--- src/mbs_pkg.sv ---
// Constants and types shared by the frame handler and its register store
package mbs_pkg;
    // Timing: clock and the 24-bit-time silent interval
    localparam int unsigned    CLK_NS   = 25;
    localparam int unsigned    BAUD     = 9600;
    localparam int unsigned    GAP_BITS = 24;
    localparam longint unsigned GAP_NS  = (64'(GAP_BITS) * 64'd1000000000) / 64'(BAUD);
    localparam int unsigned    GAP_CYC  = int'((GAP_NS + 64'(CLK_NS) - 64'd1) / 64'(CLK_NS));
    localparam int             GAP_W    = 20;

    // Addresses, function and exception codes
    localparam logic [7:0]  BCAST_ADDR = 8'h00;
    localparam logic [7:0]  FC_RD_COIL = 8'h01;
    localparam logic [7:0]  FC_RD_REG  = 8'h03;
    localparam logic [7:0]  FC_WR_COIL = 8'h05;
    localparam logic [7:0]  EXC_FLAG   = 8'h80;
    localparam logic [7:0]  EXC_NONE   = 8'h00;
    localparam logic [7:0]  EXC_FUNC   = 8'h01;
    localparam logic [7:0]  EXC_ADDR   = 8'h02;
    localparam logic [7:0]  EXC_DATA   = 8'h03;

    // Field values and check parameters
    localparam logic [15:0] COIL_ON    = 16'hff00;
    localparam logic [15:0] COIL_OFF   = 16'h0000;
    localparam logic [15:0] CRC_INIT   = 16'hffff;
    localparam logic [15:0] CRC_POLY   = 16'ha001;
    localparam logic [15:0] CRC_GOOD   = 16'h0000;

    // Sizes
    localparam int          COIL_N     = 31;
    localparam logic [15:0] COIL_MAX   = 16'h001f;
    localparam logic [15:0] REG_MAX    = 16'h0008;
    localparam int          REG_DEPTH  = 64;
    localparam int          REG_AW     = 6;
    localparam logic [16:0] REG_END    = 17'h00040;
    localparam int          BUF_N      = 8;
    localparam logic [3:0]  QRY_LEN    = 4'h8;
    localparam logic [3:0]  MIN_LEN    = 4'h4;
    localparam logic [3:0]  CNT_OVF    = 4'h9;
    localparam logic [4:0]  EXC_PLEN   = 5'h03;
    localparam logic [4:0]  ECHO_PLEN  = 5'h06;
    localparam logic [4:0]  HDR_LEN    = 5'h03;
    localparam int          TXB_DEPTH  = 2;
    localparam int          TXB_W      = 8;

    typedef enum logic [1:0] {ST_IDLE, ST_RECV, ST_EVAL, ST_SEND} mbs_state_e;
    typedef enum logic [1:0] {RSP_EXC, RSP_COIL, RSP_REG, RSP_ECHO} mbs_rsp_e;
endpackage

--- src/mbs_hreg_if.sv ---
// Read port between the frame handler and the holding register store
`timescale 1ns/100ps
interface mbs_hreg_if;
    import mbs_pkg::*;
    logic [REG_AW-1:0] rd_addr;
    logic [15:0]       rd_data;
    modport reader (output rd_addr, input rd_data);
    modport store  (input rd_addr, output rd_data);
endinterface

--- src/mbs_hreg_mem.sv ---
// Holding register store: application write port, registered read port
`timescale 1ns/100ps
module mbs_hreg_mem
    import mbs_pkg::*;
(
    input  wire logic              clk,
    input  wire logic              arst_n,
    input  wire logic              wr_en,
    input  wire logic [REG_AW-1:0] wr_addr,
    input  wire logic [15:0]       wr_data,
    mbs_hreg_if.store              rd
);
    logic [15:0] mem [REG_DEPTH];
    logic [15:0] rd_q;

    always_ff @(posedge clk) begin
        if (wr_en) begin
            mem[wr_addr] <= wr_data;
        end
    end

    always_ff @(posedge clk or negedge arst_n) begin
        if (!arst_n) begin
            rd_q <= 16'h0000;
        end else begin
            rd_q <= mem[rd.rd_addr];
        end
    end

    assign rd.rd_data = rd_q;
endmodule

--- src/mbs_slave.sv ---
// Serial fieldbus slave frame handler: coil read, register read, coil write
`timescale 1ns/100ps
module mbs_slave
    import mbs_pkg::*;
#(
    parameter int unsigned GAP_CYCLES = GAP_CYC
)
(
    input  wire logic              clk,
    input  wire logic              arst_n,
    input  wire logic [7:0]        slave_addr,
    input  wire logic              rx_valid,
    input  wire logic [7:0]        rx_data,
    input  wire logic              rx_err,
    output logic                   tx_valid,
    output logic [7:0]             tx_data,
    input  wire logic              tx_ready,
    output logic [COIL_N-1:0]      coil_out,
    input  wire logic              app_wr_en,
    input  wire logic [REG_AW-1:0] app_wr_addr,
    input  wire logic [15:0]       app_wr_data
);

    // Byte-wise reflected CRC step
    function automatic logic [15:0] crc_step(input logic [15:0] c, input logic [7:0] d);
        logic [15:0] r;
        r = c ^ {8'h00, d};
        for (int i = 0; i < 8; i++) begin
            r = r[0] ? ((r >> 1) ^ CRC_POLY) : (r >> 1);
        end
        return r;
    endfunction

    mbs_state_e        st;
    mbs_rsp_e          rsp_kind;
    logic [GAP_W-1:0]  idle_cnt;
    logic [3:0]        rx_cnt;
    logic              bad;
    logic [7:0]        qbuf [BUF_N];
    logic [15:0]       crc;
    logic [COIL_N-1:0] coils;
    logic [7:0]        exc_code;
    logic [4:0]        plen;
    logic [7:0]        data_nb;
    logic [31:0]       coil_word;
    logic [REG_AW-1:0] reg_base;
    logic [4:0]        k;
    logic              byte_ok;
    logic [TXB_W-1:0]  txb [TXB_DEPTH];
    logic              txb_wp;
    logic              txb_rp;
    logic [1:0]        txb_fill;

    mbs_hreg_if hreg ();

    mbs_hreg_mem u_hreg (
        .clk     (clk),
        .arst_n  (arst_n),
        .wr_en   (app_wr_en),
        .wr_addr (app_wr_addr),
        .wr_data (app_wr_data),
        .rd      (hreg.store)
    );

    // State decode
    wire in_idle = st == ST_IDLE;
    wire in_recv = st == ST_RECV;
    wire in_eval = st == ST_EVAL;
    wire in_send = st == ST_SEND;

    // Silent interval measurement
    wire gap_met = 32'(idle_cnt) >= GAP_CYCLES;

    // Query fields
    wire [7:0]  q_addr = qbuf[0];
    wire [7:0]  q_func = qbuf[1];
    wire [15:0] fld_a  = {qbuf[2], qbuf[3]};
    wire [15:0] fld_b  = {qbuf[4], qbuf[5]};

    // Frame acceptance
    // Judged only after the line goes quiet, so drops send nothing
    wire addr_hit = (q_addr == slave_addr) && (q_addr != BCAST_ADDR);
    wire crc_ok   = crc == CRC_GOOD;
    wire frame_ok = !bad && (rx_cnt >= MIN_LEN) && crc_ok && addr_hit;
    wire known    = (q_func == FC_RD_COIL) || (q_func == FC_RD_REG) || (q_func == FC_WR_COIL);
    wire len_ok   = rx_cnt == QRY_LEN;
    wire respond  = frame_ok && (!known || len_ok);

    // Request checks
    wire        coil_cnt_bad   = (fld_b == 16'h0000) || (fld_b > COIL_MAX);
    wire        coil_start_bad = fld_a >= COIL_MAX;
    wire [16:0] reg_end        = 17'(fld_a) + 17'(fld_b);
    wire        reg_cnt_bad    = (fld_b == 16'h0000) || (fld_b > REG_MAX);
    wire        reg_rng_bad    = reg_end > REG_END;
    wire        val_bad        = (fld_b != COIL_ON) && (fld_b != COIL_OFF);

    wire [7:0] rd_coil_exc = coil_cnt_bad ? EXC_DATA : (coil_start_bad ? EXC_ADDR : EXC_NONE);
    wire [7:0] rd_reg_exc  = reg_cnt_bad ? EXC_DATA : (reg_rng_bad ? EXC_ADDR : EXC_NONE);
    wire [7:0] wr_coil_exc = coil_start_bad ? EXC_ADDR : (val_bad ? EXC_DATA : EXC_NONE);

    // Count checks win over range checks
    wire [7:0] next_exc = !known ? EXC_FUNC
                        : (q_func == FC_RD_COIL) ? rd_coil_exc
                        : (q_func == FC_RD_REG) ? rd_reg_exc
                        : wr_coil_exc;

    wire mbs_rsp_e next_kind = (next_exc != EXC_NONE) ? RSP_EXC
                             : (q_func == FC_RD_COIL) ? RSP_COIL
                             : (q_func == FC_RD_REG) ? RSP_REG
                             : RSP_ECHO;

    // Reply sizes
    wire [7:0] coil_nb = 8'((fld_b[5:0] + 6'h07) >> 3);
    wire [7:0] reg_nb  = {3'b000, fld_b[3:0], 1'b0};
    wire [7:0] next_nb = (next_kind == RSP_COIL) ? coil_nb : reg_nb;

    wire [4:0] next_plen = (next_kind == RSP_EXC) ? EXC_PLEN
                         : (next_kind == RSP_ECHO) ? ECHO_PLEN
                         : HDR_LEN + next_nb[4:0];

    // Coil packing, first requested coil in bit 0
    wire [31:0] coil_ext    = {1'b0, coils};
    wire [31:0] coil_mask   = (32'h00000001 << fld_b[4:0]) - 32'h00000001;
    wire [31:0] next_cword  = (coil_ext >> fld_a[4:0]) & coil_mask;
    // Coil set in the evaluation cycle, before the echo leaves
    wire        coil_wr     = in_eval && respond && (next_kind == RSP_ECHO);

    // Reply byte selection
    wire [4:0] data_j = k - HDR_LEN;
    wire [1:0] coil_j = data_j[1:0];
    wire [7:0] coil_byte = coil_word[{coil_j, 3'b000} +: 8];
    wire [7:0] reg_byte  = k[0] ? hreg.rd_data[15:8] : hreg.rd_data[7:0];
    wire [7:0] data_byte = (rsp_kind == RSP_COIL) ? coil_byte
                         : (rsp_kind == RSP_REG) ? reg_byte
                         : qbuf[k[2:0]];
    wire [7:0] third     = (rsp_kind == RSP_EXC) ? exc_code
                         : (rsp_kind == RSP_ECHO) ? qbuf[2]
                         : data_nb;
    wire [7:0] func_byte = (rsp_kind == RSP_EXC) ? (q_func | EXC_FLAG) : q_func;

    wire [7:0] pay_byte = (k == 5'h00) ? q_addr
                        : (k == 5'h01) ? func_byte
                        : (k == 5'h02) ? third
                        : data_byte;

    wire [4:0] plen_p1  = plen + 5'h01;
    wire       in_pay   = k < plen;
    wire       last_out = k == plen_p1;
    wire [7:0] out_byte = in_pay ? pay_byte
                        : (k == plen) ? crc[7:0]
                        : crc[15:8];

    // Store reads one cycle ahead; byte_ok waits for its output register
    assign hreg.rd_addr = reg_base + REG_AW'(data_j >> 1);

    // Reply buffer handshake; two entries ride out a stall on the line side
    wire txb_in_valid = in_send && byte_ok;
    wire txb_in_ready = txb_fill != 2'(TXB_DEPTH);
    wire txb_empty    = txb_fill == 2'h0;
    wire push         = txb_in_valid && txb_in_ready;
    wire pop          = tx_valid && tx_ready;

    // Query store write
    wire       buf_we  = rx_valid && (in_idle || (in_recv && (rx_cnt < QRY_LEN)));
    wire [2:0] buf_idx = in_idle ? 3'h0 : rx_cnt[2:0];

    wire [7:0]  crc_byte = in_send ? out_byte : rx_data;
    wire [15:0] crc_base = in_idle ? CRC_INIT : crc;
    wire [15:0] next_crc = crc_step(crc_base, crc_byte);

    // Bytes ignored during a reply still count as line activity
    wire line_act = rx_valid || push;

    // Idle time since the last byte on the line
    always_ff @(posedge clk or negedge arst_n) begin
        if (!arst_n) begin
            idle_cnt <= GAP_W'(GAP_CYCLES);
        end else if (line_act) begin
            idle_cnt <= '0;
        end else if (!gap_met) begin
            idle_cnt <= idle_cnt + 1'b1;
        end
    end

    // Main sequence
    always_ff @(posedge clk or negedge arst_n) begin
        if (!arst_n) begin
            st <= ST_IDLE;
            rx_cnt <= 4'h0;
            bad <= 1'b0;
            crc <= CRC_INIT;
            k <= 5'h00;
            byte_ok <= 1'b0;
        end else begin
            case (st)
                ST_IDLE: begin
                    if (rx_valid) begin
                        st <= ST_RECV;
                        rx_cnt <= 4'h1;
                        bad <= !gap_met || rx_err;
                        crc <= next_crc;
                    end
                end
                ST_RECV: begin
                    if (rx_valid) begin
                        if (rx_cnt != CNT_OVF) begin
                            rx_cnt <= rx_cnt + 4'h1;
                        end
                        crc <= next_crc;
                    end
                    if (rx_err) begin
                        bad <= 1'b1;
                    end
                    if (gap_met && !rx_valid) begin
                        st <= ST_EVAL;
                    end
                end
                ST_EVAL: begin
                    k <= 5'h00;
                    byte_ok <= 1'b0;
                    crc <= CRC_INIT;
                    st <= respond ? ST_SEND : ST_IDLE;
                end
                ST_SEND: begin
                    if (push) begin
                        k <= k + 5'h01;
                        byte_ok <= 1'b0;
                        if (in_pay) begin
                            crc <= next_crc;
                        end
                        if (last_out) begin
                            st <= ST_IDLE;
                        end
                    end else begin
                        byte_ok <= 1'b1;
                    end
                end
                default: begin
                    st <= ST_IDLE;
                end
            endcase
        end
    end

    // Reply parameters captured at evaluation
    always_ff @(posedge clk or negedge arst_n) begin
        if (!arst_n) begin
            rsp_kind <= RSP_EXC;
            exc_code <= EXC_NONE;
            plen <= EXC_PLEN;
            data_nb <= 8'h00;
            coil_word <= 32'h00000000;
            reg_base <= '0;
        end else if (in_eval) begin
            rsp_kind <= next_kind;
            exc_code <= next_exc;
            plen <= next_plen;
            data_nb <= next_nb;
            coil_word <= next_cword;
            reg_base <= fld_a[REG_AW-1:0];
        end
    end

    // Query byte store and coil bits
    for (genvar i = 0; i < BUF_N; i++) begin : g_qbuf
        always_ff @(posedge clk or negedge arst_n) begin
            if (!arst_n) begin
                qbuf[i] <= 8'h00;
            end else if (buf_we && (buf_idx == 3'(i))) begin
                qbuf[i] <= rx_data;
            end
        end
    end

    for (genvar i = 0; i < COIL_N; i++) begin : g_coil
        always_ff @(posedge clk or negedge arst_n) begin
            if (!arst_n) begin
                coils[i] <= 1'b0;
            end else if (coil_wr && (fld_a[4:0] == 5'(i))) begin
                coils[i] <= fld_b == COIL_ON;
            end
        end
    end

    assign coil_out = coils;

    // Two-entry reply buffer
    for (genvar i = 0; i < TXB_DEPTH; i++) begin : g_txb
        always_ff @(posedge clk or negedge arst_n) begin
            if (!arst_n) begin
                txb[i] <= 8'h00;
            end else if (push && (txb_wp == 1'(i))) begin
                txb[i] <= out_byte;
            end
        end
    end

    always_ff @(posedge clk or negedge arst_n) begin
        if (!arst_n) begin
            txb_wp <= 1'b0;
            txb_rp <= 1'b0;
            txb_fill <= 2'h0;
        end else begin
            if (push) begin
                txb_wp <= !txb_wp;
            end
            if (pop) begin
                txb_rp <= !txb_rp;
            end
            if (push && !pop) begin
                txb_fill <= txb_fill + 2'h1;
            end else if (pop && !push) begin
                txb_fill <= txb_fill - 2'h1;
            end
        end
    end

    assign tx_valid = !txb_empty;
    assign tx_data  = txb[txb_rp];

endmodule

--- config.mk ---
export PLATFORM = sky130hd
export DESIGN_NAME = mbs_slave
export DESIGN_NICKNAME = d
export VERILOG_FILES = /design/src/mbs_pkg.sv /design/src/mbs_hreg_if.sv /design/src/mbs_hreg_mem.sv /design/src/mbs_slave.sv
export SDC_FILE = /design/constraint.sdc
export NUM_CORES = 1
export LEC_CHECK = 0
export BUFFER_PORTS_ARGS = -buffer_cell sky130_fd_sc_hd__buf_2
export CORE_MARGIN = 10
export CORE_UTILIZATION = 39
export CTS_CLUSTER_SIZE = 8
export DETAILED_ROUTE_END_ITERATION = 16
export GPL_ROUTABILITY_DRIVEN = 0
export PLACE_DENSITY = 0.56
export SYNTH_ARGS = -nofsm -noshare
export SYNTH_HDL_FRONTEND = slang
export SYNTH_SLANG_ARGS = --single-unit
--- constraint.sdc ---
create_clock -name clk -period 6.35 [get_ports clk]
set_input_delay 0.3175 -clock clk [delete_from_list [all_inputs] [get_ports clk]]
set_output_delay 0.3175 -clock clk [all_outputs]
set_load 0.1 [all_outputs]
# == Word level (Yosys, flattened, before mapping) ==
# Memories as Yosys holds them, arrays and structs flattened. A register that Yosys moved wholly into a read port is not among the register bits.
# Cells that the tools add are included.
# totals
reg_bits,225
ram_bits,1024
inputBits,44
out_inout_bits,40
wordCells,330
memories,1
# memory_table
name,depth,width,read_ports,rd_clocked_by_memory_dff,write_ports,line,source
u_hreg.mem,64,16,1,1,1,mbs_hreg_mem.sv:13,logic [15:0] mem [REG_DEPTH];
# op_classes
addsub,12
magnitude_cmp,10
eq_ne,68
n_shift,3
n_mux,70
bitwise,13
reduce_logical,96
# ops
cell,n
16-bit two-way mux,12
8-bit two-way mux,17
5-bit equality test (second input constant),15
1-bit logical AND,57
16-bit case mux with 3 select lines,1
5-bit by 4-bit equality test with 1-bit output (second input constant),8
20-bit two-way mux,2
2-bit two-way mux,18
32-bit AND,1
16-bit logical NOT,2
32-bit by 6-bit variable part select with 8-bit output,1
1-bit by 5-bit << shifter with 32-bit output (first input constant),1
31-bit by 5-bit right shift with 32-bit output,1
32-bit by 1-bit subtractor with 32-bit output (second input constant),1
8-bit binary-select mux with 3-bit select,1
2-bit NOT with 3-bit output,8
20-bit by 1-bit adder with 20-bit output (second input constant),1
5-bit by 3-bit equality test with 1-bit output (second input constant),4
20-bit by 17-bit greater-or-equal comparator with 1-bit output (second input constant),1
5-bit two-way mux,4
16-bit by 16-bit adder with 17-bit output,1
17-bit by 7-bit greater-than comparator with 1-bit output (second input constant),1
16-bit equality test (second input constant),1
16-bit by 5-bit greater-or-equal comparator with 1-bit output (second input constant),1
other kinds (55),112

# == Longest topological paths before layout ==
# Gate-level depths: netlist (run 1).
# logic_depth
ltp_word,31
depth_mapped,18
mapped_depth_nobuf,13

# == Cells and area by module ==
# From an unflattened synthesis (run 1), not the netlist that was laid out.
# hier_totals
cells_unflattened,3387
area_unflattened_um2,55209.2
# modules_own_cells
mod,instances,cells_each,area_each_um2,seq_area_each_um2
mbs_hreg_mem,1,1830,40106.0,31149.9
mbs_slave,1,1557,15103.2,5410.2

# == Least setup slack after synthesis (run 1) ==
# OpenSTA, ideal clock, no wires.
# synth_path
path_kind,register to register
from,register k[0]
to,"register u_hreg.rd_q[10], in the netlist u_hreg.rd.rd_data[10], read port of u_hreg.mem"
setup_time_ps,138
t_arrival_ps,4404
required_time_ps,6212
slack_ps,1807
path_stages_with_launch,15
n_path_buf,6
period_less_slack_ps,4543
path_cell_list,dfrtp_1 > buf_6 > buf_6 > buf_4 > buf_2 > inv_1 > ha_1 > ha_1 > inv_1 > fa_1 > xnor2_1 > clkbuf_1 > buf_1 > mux4_2 > mux4_2
# synth_via
elab_chain_cells,2
# synth_lines
element,line,source
start: declaration,mbs_slave.sv:47,logic [4:0] k;
start signal: assignment,mbs_slave.sv:226,k <= k + 5'h01;
5-bit by 2-bit subtractor with 5-bit output,mbs_slave.sv:129,wire [4:0] data_j = k - HDR_LEN;
6-bit by 4-bit adder with 6-bit output,mbs_slave.sv:154,assign hreg.rd_addr = reg_base + REG_AW'(data_j >> 1);
end: declaration,mbs_hreg_mem.sv:14,logic [15:0] rd_q;
# Every way passes these cells.
# A chain may end at the register's enable or synchronous reset.

# == Final worst setup path (run 1) ==
# layout_path
from,register k[0]
to,"register u_hreg.rd_q[14], in the netlist u_hreg.rd.rd_data[14], read port of u_hreg.mem"
# The elaborated chain is that of the path after synthesis.

==> results of run 1 <==
## kinds of logic after synthesis
| group | Yosys count | share of synthesized area |
|---|---|---|
| xor gates and xnor gates | 76 | 0.0128 |
| buffers and inverters | 235 | 0.0175 |
| AOI/OAI and AO/OA | 350 | 0.0422 |
| and+or+nand+nor | 584 | 0.0529 |
| DFF | 1255 | 0.674 |
| adders and majority gates | 42 | 0.00987 |
| muxes | 555 | 0.191 |
## critical path, cell delays in order, from the launching register on
cell and delay (ns):
dfrtp_2 0.35, buf_4 0.60, ha_1 0.38, xnor2_1 0.19, inv_1 0.13, fa_4 1.05
buf_12 0.40, mux4_2 0.37, nor2b_1 0.14, a211oi_1 0.63, a21oi_1 0.08, a211oi_1 0.74
a21oi_1 0.11
## state kept, by name, summed over array words and instances (netlist names), 8 cells and up
register and flops:
u_hreg.mem 1024, coil_out 31, coil_word 31, idle_cnt 20, crc 16, fld_a 16
fld_b 16, qbuf 16, txb 16, u_hreg.rd.rd_data 16, q_addr 8, q_func 8
## how the worst min path moves through the flow
stage                           end  slack [ns]  cells after the start
after global routing        qbuf[2]        0.07                      2
after global placement       txb_rp        0.43                      1
after floorplan                 bad        0.02                      0
final                     fld_b[13]         0.1                      2
after detailed placement     txb_rp        0.45                      1
after CTS                 fld_b[13]        0.03                      2
## repair_timing
action,CTS,global route
hold endpoints to repair,93,0
hold buffers,8,0
endpoints found under the setup margin,0,0
## cell usage after synthesis (all sizes together) (31+ instances only)
library cell and n:
a21oi 81, buf 55, clkbuf 141, dfrtp 207
edfxtp 1024, ha 38, inv 38, mux2 125
mux2i 58, mux4 372, nand2 146, nand3 47
nand4 31, nor2 188, nor3 34, o21ai 98
xnor2 38, xor2 37
## layer usage
metal  share of wire  vias to the layer above  track usage
met3           0.067                      263       0.0339
met4           0.026                        4       0.0618
met2            0.49                     1263        0.313
li1                -                    12854            -
met5         0.00021                        -            0
met1            0.42                    16384        0.263
## cell type report
type                            count  share of cell area
Sequential cell                  1255               0.586
Multi-Input combinational cell   1607               0.270
Clock buffer                      278              0.0787
Tap cell                         1794              0.0360
Timing Repair Buffer              198              0.0232
Clock inverter                     13             0.00397
Inverter                           39             0.00235
Antenna cell                        3            0.000120
## power groups by stage
stage	sequential [mW]	clock (mW)	combinational (mW)
after floorplan	9.77	0	6.48
after global placement	10.1	0	8.67
after CTS	9.98	8.92	8.84
after detailed placement	10.1	0	8.80
final	9.99	8.73	8.72
after global routing	10.0	9.30	9.36
==> results.txt, run 1 <==
Yosys attributes the largest share of cell area to edfxtp_1 57%, mux4_2 15%, dfrtp_1 9.5%. The worst register-to-register path begins at k[0]. The area of the mapped netlist came out at 0.0543 mm^2.

The instance area after placement came out at 0.0572 mm^2. The worst setup path is launched from a flip-flop. The path class of the tightest hold or removal check is input port to flip-flop. The count of yosys warnings during synthesis is 0. The total of max-cap violations is 0. The part of the total power dissipated in the clock network came out at 0.318. The area of all sequential standard cells came out at 0.0366 mm^2. Entering global routing, the biggest net connects 140 pins. The root buffer selected by CTS is clkbuf_16. Of the synthesized area, sequential elements account for 0.674. Counting every sink on the clock net gives 1,255. The number of cells produced by synthesis is 3,097.

Of the total power, the share spent switching nets is 0.315. The power density relative to cell area is 440 mW/mm^2. The number of vias after detailed routing is 30,768. The cell depth of the worst flop-to-flop path came out at 12.

The endpoint of the worst register-to-register path is u_hreg.rd.rd_data[14]. The async set-or-reset flop fraction in the synthesized netlist is 0.184. Setup repair after global routing left no endpoint under its margin.

The register-to-register setup slack came out at 0.94 ns. In this run, synthesis inferred 1,024 flip-flops with an integrated enable. The final wirelength is 149,000 um. The total die area came out at 0.154 mm^2. In this run the most critical hold path is launched from rx_data[5]. The number of DRC markers in iteration 0 is 3,065. The start point of the critical path is k[0]. Overall power consumption after layout is estimated at 27.4 mW. The count of placed standard cells in the final layout, fillers left out is 5,187. The number of different library cells in the post-synthesis netlist came out at 85. For this run, the total global-route usage over all layers was measured as 0.193.

The DRC violation count after routing is 0. The leakage power is 21.3 nW. Of the available clock period, the critical path in the final layout requires 0.852.

The class of the most critical setup path is flip-flop to flip-flop. The final max-slew violation count was 0. The count of cells resized by post-cts repair is 0.

The via density per instance is 5.93. The library cell used most frequently in the layout, excluding fill and tap cells, is edfxtp_1. The net count after synthesis is 3,181. The total of buffers placed on input and output ports came out at 83.

In the final routed layout, each cell accounts on average for 28.8 um. The transition at the pin with the smallest max-transition slack is 1.29 ns. The remaining max-slew budget at the tightest pin came out at 0.138. The area overhead of the layout relative to synthesis is 15.0%.

The multi-input combinational cell area is 0.0168 mm^2. The placeable core area came out at 0.138 mm^2. The via count of the first global-routing pass came to 31,417. The overall die width came out at 393 um. Counting the buffers created by CTS gives 176.

The number of antenna violations at the first check in global routing is 7. The setup-violating endpoint count in the final report is 0. The final critical-path setup slack came out at 0.939 ns. The fraction of final layout cells sized beyond drive strength 1 is 0.279. After clock tree synthesis, the clock-pin slew on the worst setup and hold paths is 0.06 ns. The first global-routing pass estimated 218,000 um of wire. The number of nets in the finished design came out at 3,361. Fill cells in the final layout number 11,778. The maximum buffer depth of the clock tree came out at 3. The tightest hold margin is 0.0999 ns. The critical path data required time is 6.97 ns.

In this run the count of I/O pins placed on the die edge is 84. The final hold violation count is 0. The cell internal power dissipation came out at 18.8 mW. The run finished with clean final reports. The final core utilization is 0.453. The worst clock skew came out at 0.0434 ns. The remaining global-route overflow came out at 0.

TritonCTS built the clock tree. The library cells used most frequently in the layout, excluding fill and tap cells, are 1,024 x edfxtp_1, 372 x mux4_2, 203 x dfrtp_1. The share of the synthesized area in the top cell type came out at 0.567. The initial utilization of the core area, before any placement, comes to 0.394. Timing analysis after detailed placement gives a worst setup slack of 0.892 ns.

The worst-case IR drop observed on VDD is 0.000407 V. The part of the total power dissipated in combinational logic came out at 0.318. Synthesis inferred 1,255 register bits. The share of total power in sequential cells is 0.364. The most used flip-flop cell after synthesis is edfxtp_1. The total net switching power came out at 8.64 mW.

For the worst setup path, the data arrival time is 6.03 ns. The post-CTS setup buffer count is 0. The final period demand of the worst path is 5.41 ns.

The peak clock frequency supported by timing is 185 MHz. The estimated wirelength of the detail-placed design is 88,000 um. The endpoint type of the worst setup path is a flip-flop. Once placement completed, the tool counted placed cells totaling 4,885. The post-synthesis cell type with the largest combined area is edfxtp_1. The average instance area after synthesis is 17.5 um^2. Once detail routing completed, the nets flagged for antenna violations numbered 0.

The later-pin clock latency in the skew report came out at 0.79 ns. The chip height came out at 393 um. The count of TritonRoute iterations in the first routing pass came out at 5. The final design area excluding fillers is 0.0624 mm^2.

The number of levels the H-tree was split into came out at 4. The final-layout setup total negative slack is 0 ns. The maximum fanout count along the critical path is 69. The number of rows created at floorplan is 136. The critical path ends at u_hreg.rd.rd_data[14].
Power figures use the tool's default switching activity.
==> run 2: changes to the inputs <==
--- a/config.mk
+++ b/config.mk
@@ -14,4 +14,5 @@
 export PLACE_DENSITY = 0.56
 export SYNTH_ARGS = -nofsm -noshare
 export SYNTH_HDL_FRONTEND = slang
+export SYNTH_HIERARCHICAL = 1
 export SYNTH_SLANG_ARGS = --single-unit
==> results.txt, run 2 <==
The startpoint of the worst register-to-register path is fld_b[0]. After the last flow step, the layout net total stands at 3,664. Before antenna repair, the detailed router went through 6 iterations.

The number of top-level pins came out at 84. The final hold violation count came out at 0. Leaving out fill and tap cells, the most frequent cell in the layout is edfxtp_1. Setup violations remaining at the end of the flow were counted as 0. The flow ran to the end, and the final reports show no timing, DRC or antenna violations. Power comes to 34.6 mW. In this run the tightest slew margin relative to its limit is 0.212. The stage delay of the slowest cell on the critical path came out at 0.70 ns.

Of the post-synthesis cell area, the dominant cell type holds 0.557. The final-layout setup total negative slack is 0 ns. The number of rows created at floorplan is 138. For this run, asynchronously set or reset flops after synthesis account for 0.184. The later pin in the worst-skew pair is clocked with a latency of 0.80 ns. The number of antenna violations at the first check in global routing came out at 2. Dividing total power by cell area gives a power density of 549 mW/mm^2. The aggregate global-route resource usage came out at 0.185. The number of different library cells in the post-synthesis netlist is 102. The fraction of final layout cells sized beyond drive strength 1 came out at 0.246.

The wire length of the first global-routing pass came out at 218,000 um. The register with the most flip-flops in the layout has 1,024 of them. The register bit count reported by yosys came out at 1,255. The cell seen most often among critical-path stages is a21o_1.

Sorting the synthesized cells by how often they occur yields 1,024 x edfxtp_1, 249 x mux4_2, 207 x dfrtp_1. The number of levels the H-tree was split into came out at 4. The repair_antennas step left the layout with diodes totalling 0. Wires add up to 147,000 um.

The data arrival time of the critical path came out at 5.47 ns. The signal on the critical path passes through ha_1 -> fa_1 -> a21o_1 -> a21o_1 -> a21o_1 -> a21oi_1 -> o21ai_1 -> a41oi_1 -> mux2i_1 -> o21ai_0 -> a2111oi_2 -> or2_1 -> nand4_1 -> mux2_2. Clock-pin slew was measured on the worst setup and hold paths at 0.06 ns. In this run the most critical hold path is launched from rx_data[2]. Ranked by flip-flop count, first place goes to u_hreg/mem. The initial utilization of the core area, before any placement, comes to 0.391.

For the pin with the worst max-slew slack, the measured transition is 1.18 ns. The count of cells resized by post-cts repair is 0. The startpoint class of the critical path is a flip-flop. In this run the worst path has a maximum fanout of 17. Fill cells in the final layout number 12,393. The area of the mapped netlist came out at 0.0552 mm^2. The number of cells produced by synthesis came out at 3,387.

The estimated wirelength of the detail-placed design came out at 91,500 um. Clock tree synthesis selected as its root buffer the cell clkbuf_16. The worst-case IR drop observed on VDD is 0.000398 V. After floorplanning, the core was sized to cover 0.141 mm^2. The endpoint identified for the worst register-to-register timing path is coil_out[0]. Synthesis produced a netlist with a net count of 3,471.

Ranked by total cell area, the synthesized netlist is headed by edfxtp_1 56%, mux4_2 10%, dfrtp_1 9.4%. Derived from the worst setup path, the maximum achievable clock frequency is 207 MHz. In the routed layout, each cell is associated on average with a via count of 5.63. The number of DRC markers in iteration 0 is 2,985.

The final max-slew violation count is 0. The average instance area after synthesis is 16.3 um^2. The class of the most critical setup path is flip-flop to flip-flop. The total of max-cap violations is 0. For this design the static power due to leakage is 21.8 nW. The number of synthesized flops with an enable pin came out at 1,024. The most instantiated library cell after synthesis is edfxtp_1. The clock drives 1,255 sinks. Setup repair after global routing left no endpoint under its margin. The maximum buffer depth of the clock tree came out at 3. The number of vias after detailed routing is 31,266. The critical path data required time came out at 6.99 ns. The top cell types in the final layout, fill and taps aside, are 1,024 x edfxtp_1, 249 x mux4_2, 203 x dfrtp_1. The kind of path behind the tightest hold check is input port to flip-flop. The total of buffers placed on input and output ports came out at 83. The DRC violation count after routing came out at 0.

Measured along the y axis, the die boundary spans 396 um. The total die area is 0.157 mm^2. The endpoint type of the worst setup path is a flip-flop. TritonCTS created 176 clock buffers. The remaining global-route overflow is 0. The pin count of the biggest net entering global routing is 156. The clock tree from TritonCTS is built. Dividing the detail-routed wire length by the instance count gives 26.4 um. The worst hold path cell count is 2. The sequential cell area fraction in the yosys report came out at 0.662. The final period demand of the worst path came out at 4.83 ns. For this run, the leading register cell type out of synthesis is edfxtp_1. The count of yosys warnings during synthesis came out at 6. The worst clock skew is 0.0484 ns.

The register-to-register setup slack is 1.52 ns. The path with the worst hold slack has its endpoint at fld_a[2]. The portion of the clock cycle consumed by the worst path in the final layout is 0.760. The area growth from synthesis to layout is 14.2%. In this run the horizontal extent of the chip is 396 um. For this design, the slowest cell found on the critical path is a2111oi_2.

The detail route stage leaves a number of antenna-violating nets equal to 0. The cell depth of the worst flop-to-flop path is 14. The biggest area contributor in the post-synthesis netlist is edfxtp_1. The via count of the first global-routing pass is 31,855.
==> run 2: worst max-delay path, delay by kind of cell, from the launching register on <==
family	cells	cell delay (ns)
AOI/OAI and AO/OA	8	1.99
and+or+nand+nor	2	0.86
DFF	1	0.56
adders and majority gates	2	0.74
muxes	2	0.53
==> run 2: power by group <==
| part | total [mW] | switching [mW] | internal, mW |
|---|---|---|---|
| clock | 8.59 | 3.50 | 5.09 |
| sequential | 10.1 | 0.621 | 9.50 |
| combinational | 15.9 | 9.38 | 6.49 |
| total | 34.6 | 13.5 | 21.1 |
==> run 2: through the flow <==
step,cell area [um^2],instances,hold WS [ns],utilization,worst slack (ns)
6_report,63000,5555,0.0667,0.447,1.52
5_1_grt,63000,5555,0.0576,0.447,1.12
4_1_cts,63000,5555,0.0153,0.447,1.50
3_5_place_dp,57900,5284,0.356,0.410,1.56
3_3_place_gp,57900,5284,0.349,0.410,1.49
2_1_floorplan,55200,3387,0.0219,-,2.14
==> run 2: worst max-delay path by stage <==
stage / from / endpoint / slack, ns / cells after the start
after global routing: fld_b[0] / coil_out[29] / 1.12 / 14
final: fld_b[0] / coil_out[0] / 1.52 / 14
after CTS: fld_b[0] / coil_out[22] / 1.50 / 14
after floorplan: k[0] / crc[0] / 2.14 / 19
after global placement: k[0] / u_hreg/rd.rd_data[9] / 1.49 / 12
after detailed placement: fld_b[0] / coil_out[18] / 1.56 / 14
==> run 2: per-layer routing <==
metal	vias to the layer above	wire [um]	global-route usage	part of all wire
li1	13824	-	-	-
met3	250	7700	0.0328	0.052
met2	939	72200	0.306	0.49
met1	16251	61900	0.244	0.42
met5	-	13	0	0.000089
met4	2	4850	0.0661	0.033
==> run 2: cell type report <==
| class | instances | area (um^2) | share of cell area |
|---|---|---|---|
| Clock buffer | 245 | 4670 | 0.0741 |
| Clock inverter | 18 | 388 | 0.00615 |
| Inverter | 39 | 146 | 0.00232 |
| Multi-Input combinational cell | 1873 | 17200 | 0.273 |
| Sequential cell | 1255 | 36600 | 0.580 |
| Tap cell | 1890 | 2360 | 0.0375 |
| Timing Repair Buffer | 235 | 1700 | 0.0270 |
==> run 2: repair_timing <==
item	in CTS	in global routing
hold buffers	8	0
buffers inserted	0	0
endpoints found under the setup margin	0	0
endpoints found under the hold margin	107	0
==> run 2: kinds of logic (layout without fill, tap and decap cells) <==
family / Yosys count / in the layout / share of synthesized area
flip-flops: 1255 / 1255 / 0.662
adder cells (fa/ha/maj): 41 / 41 / 0.00952
multiplexers: 565 / 565 / 0.166
buffers and inverters: 259 / 537 / 0.0280
AO/OA/AOI/OAI: 482 / 482 / 0.0599
AND/OR/NAND/NOR: 715 / 715 / 0.0626
XOR/XNOR: 70 / 70 / 0.0116
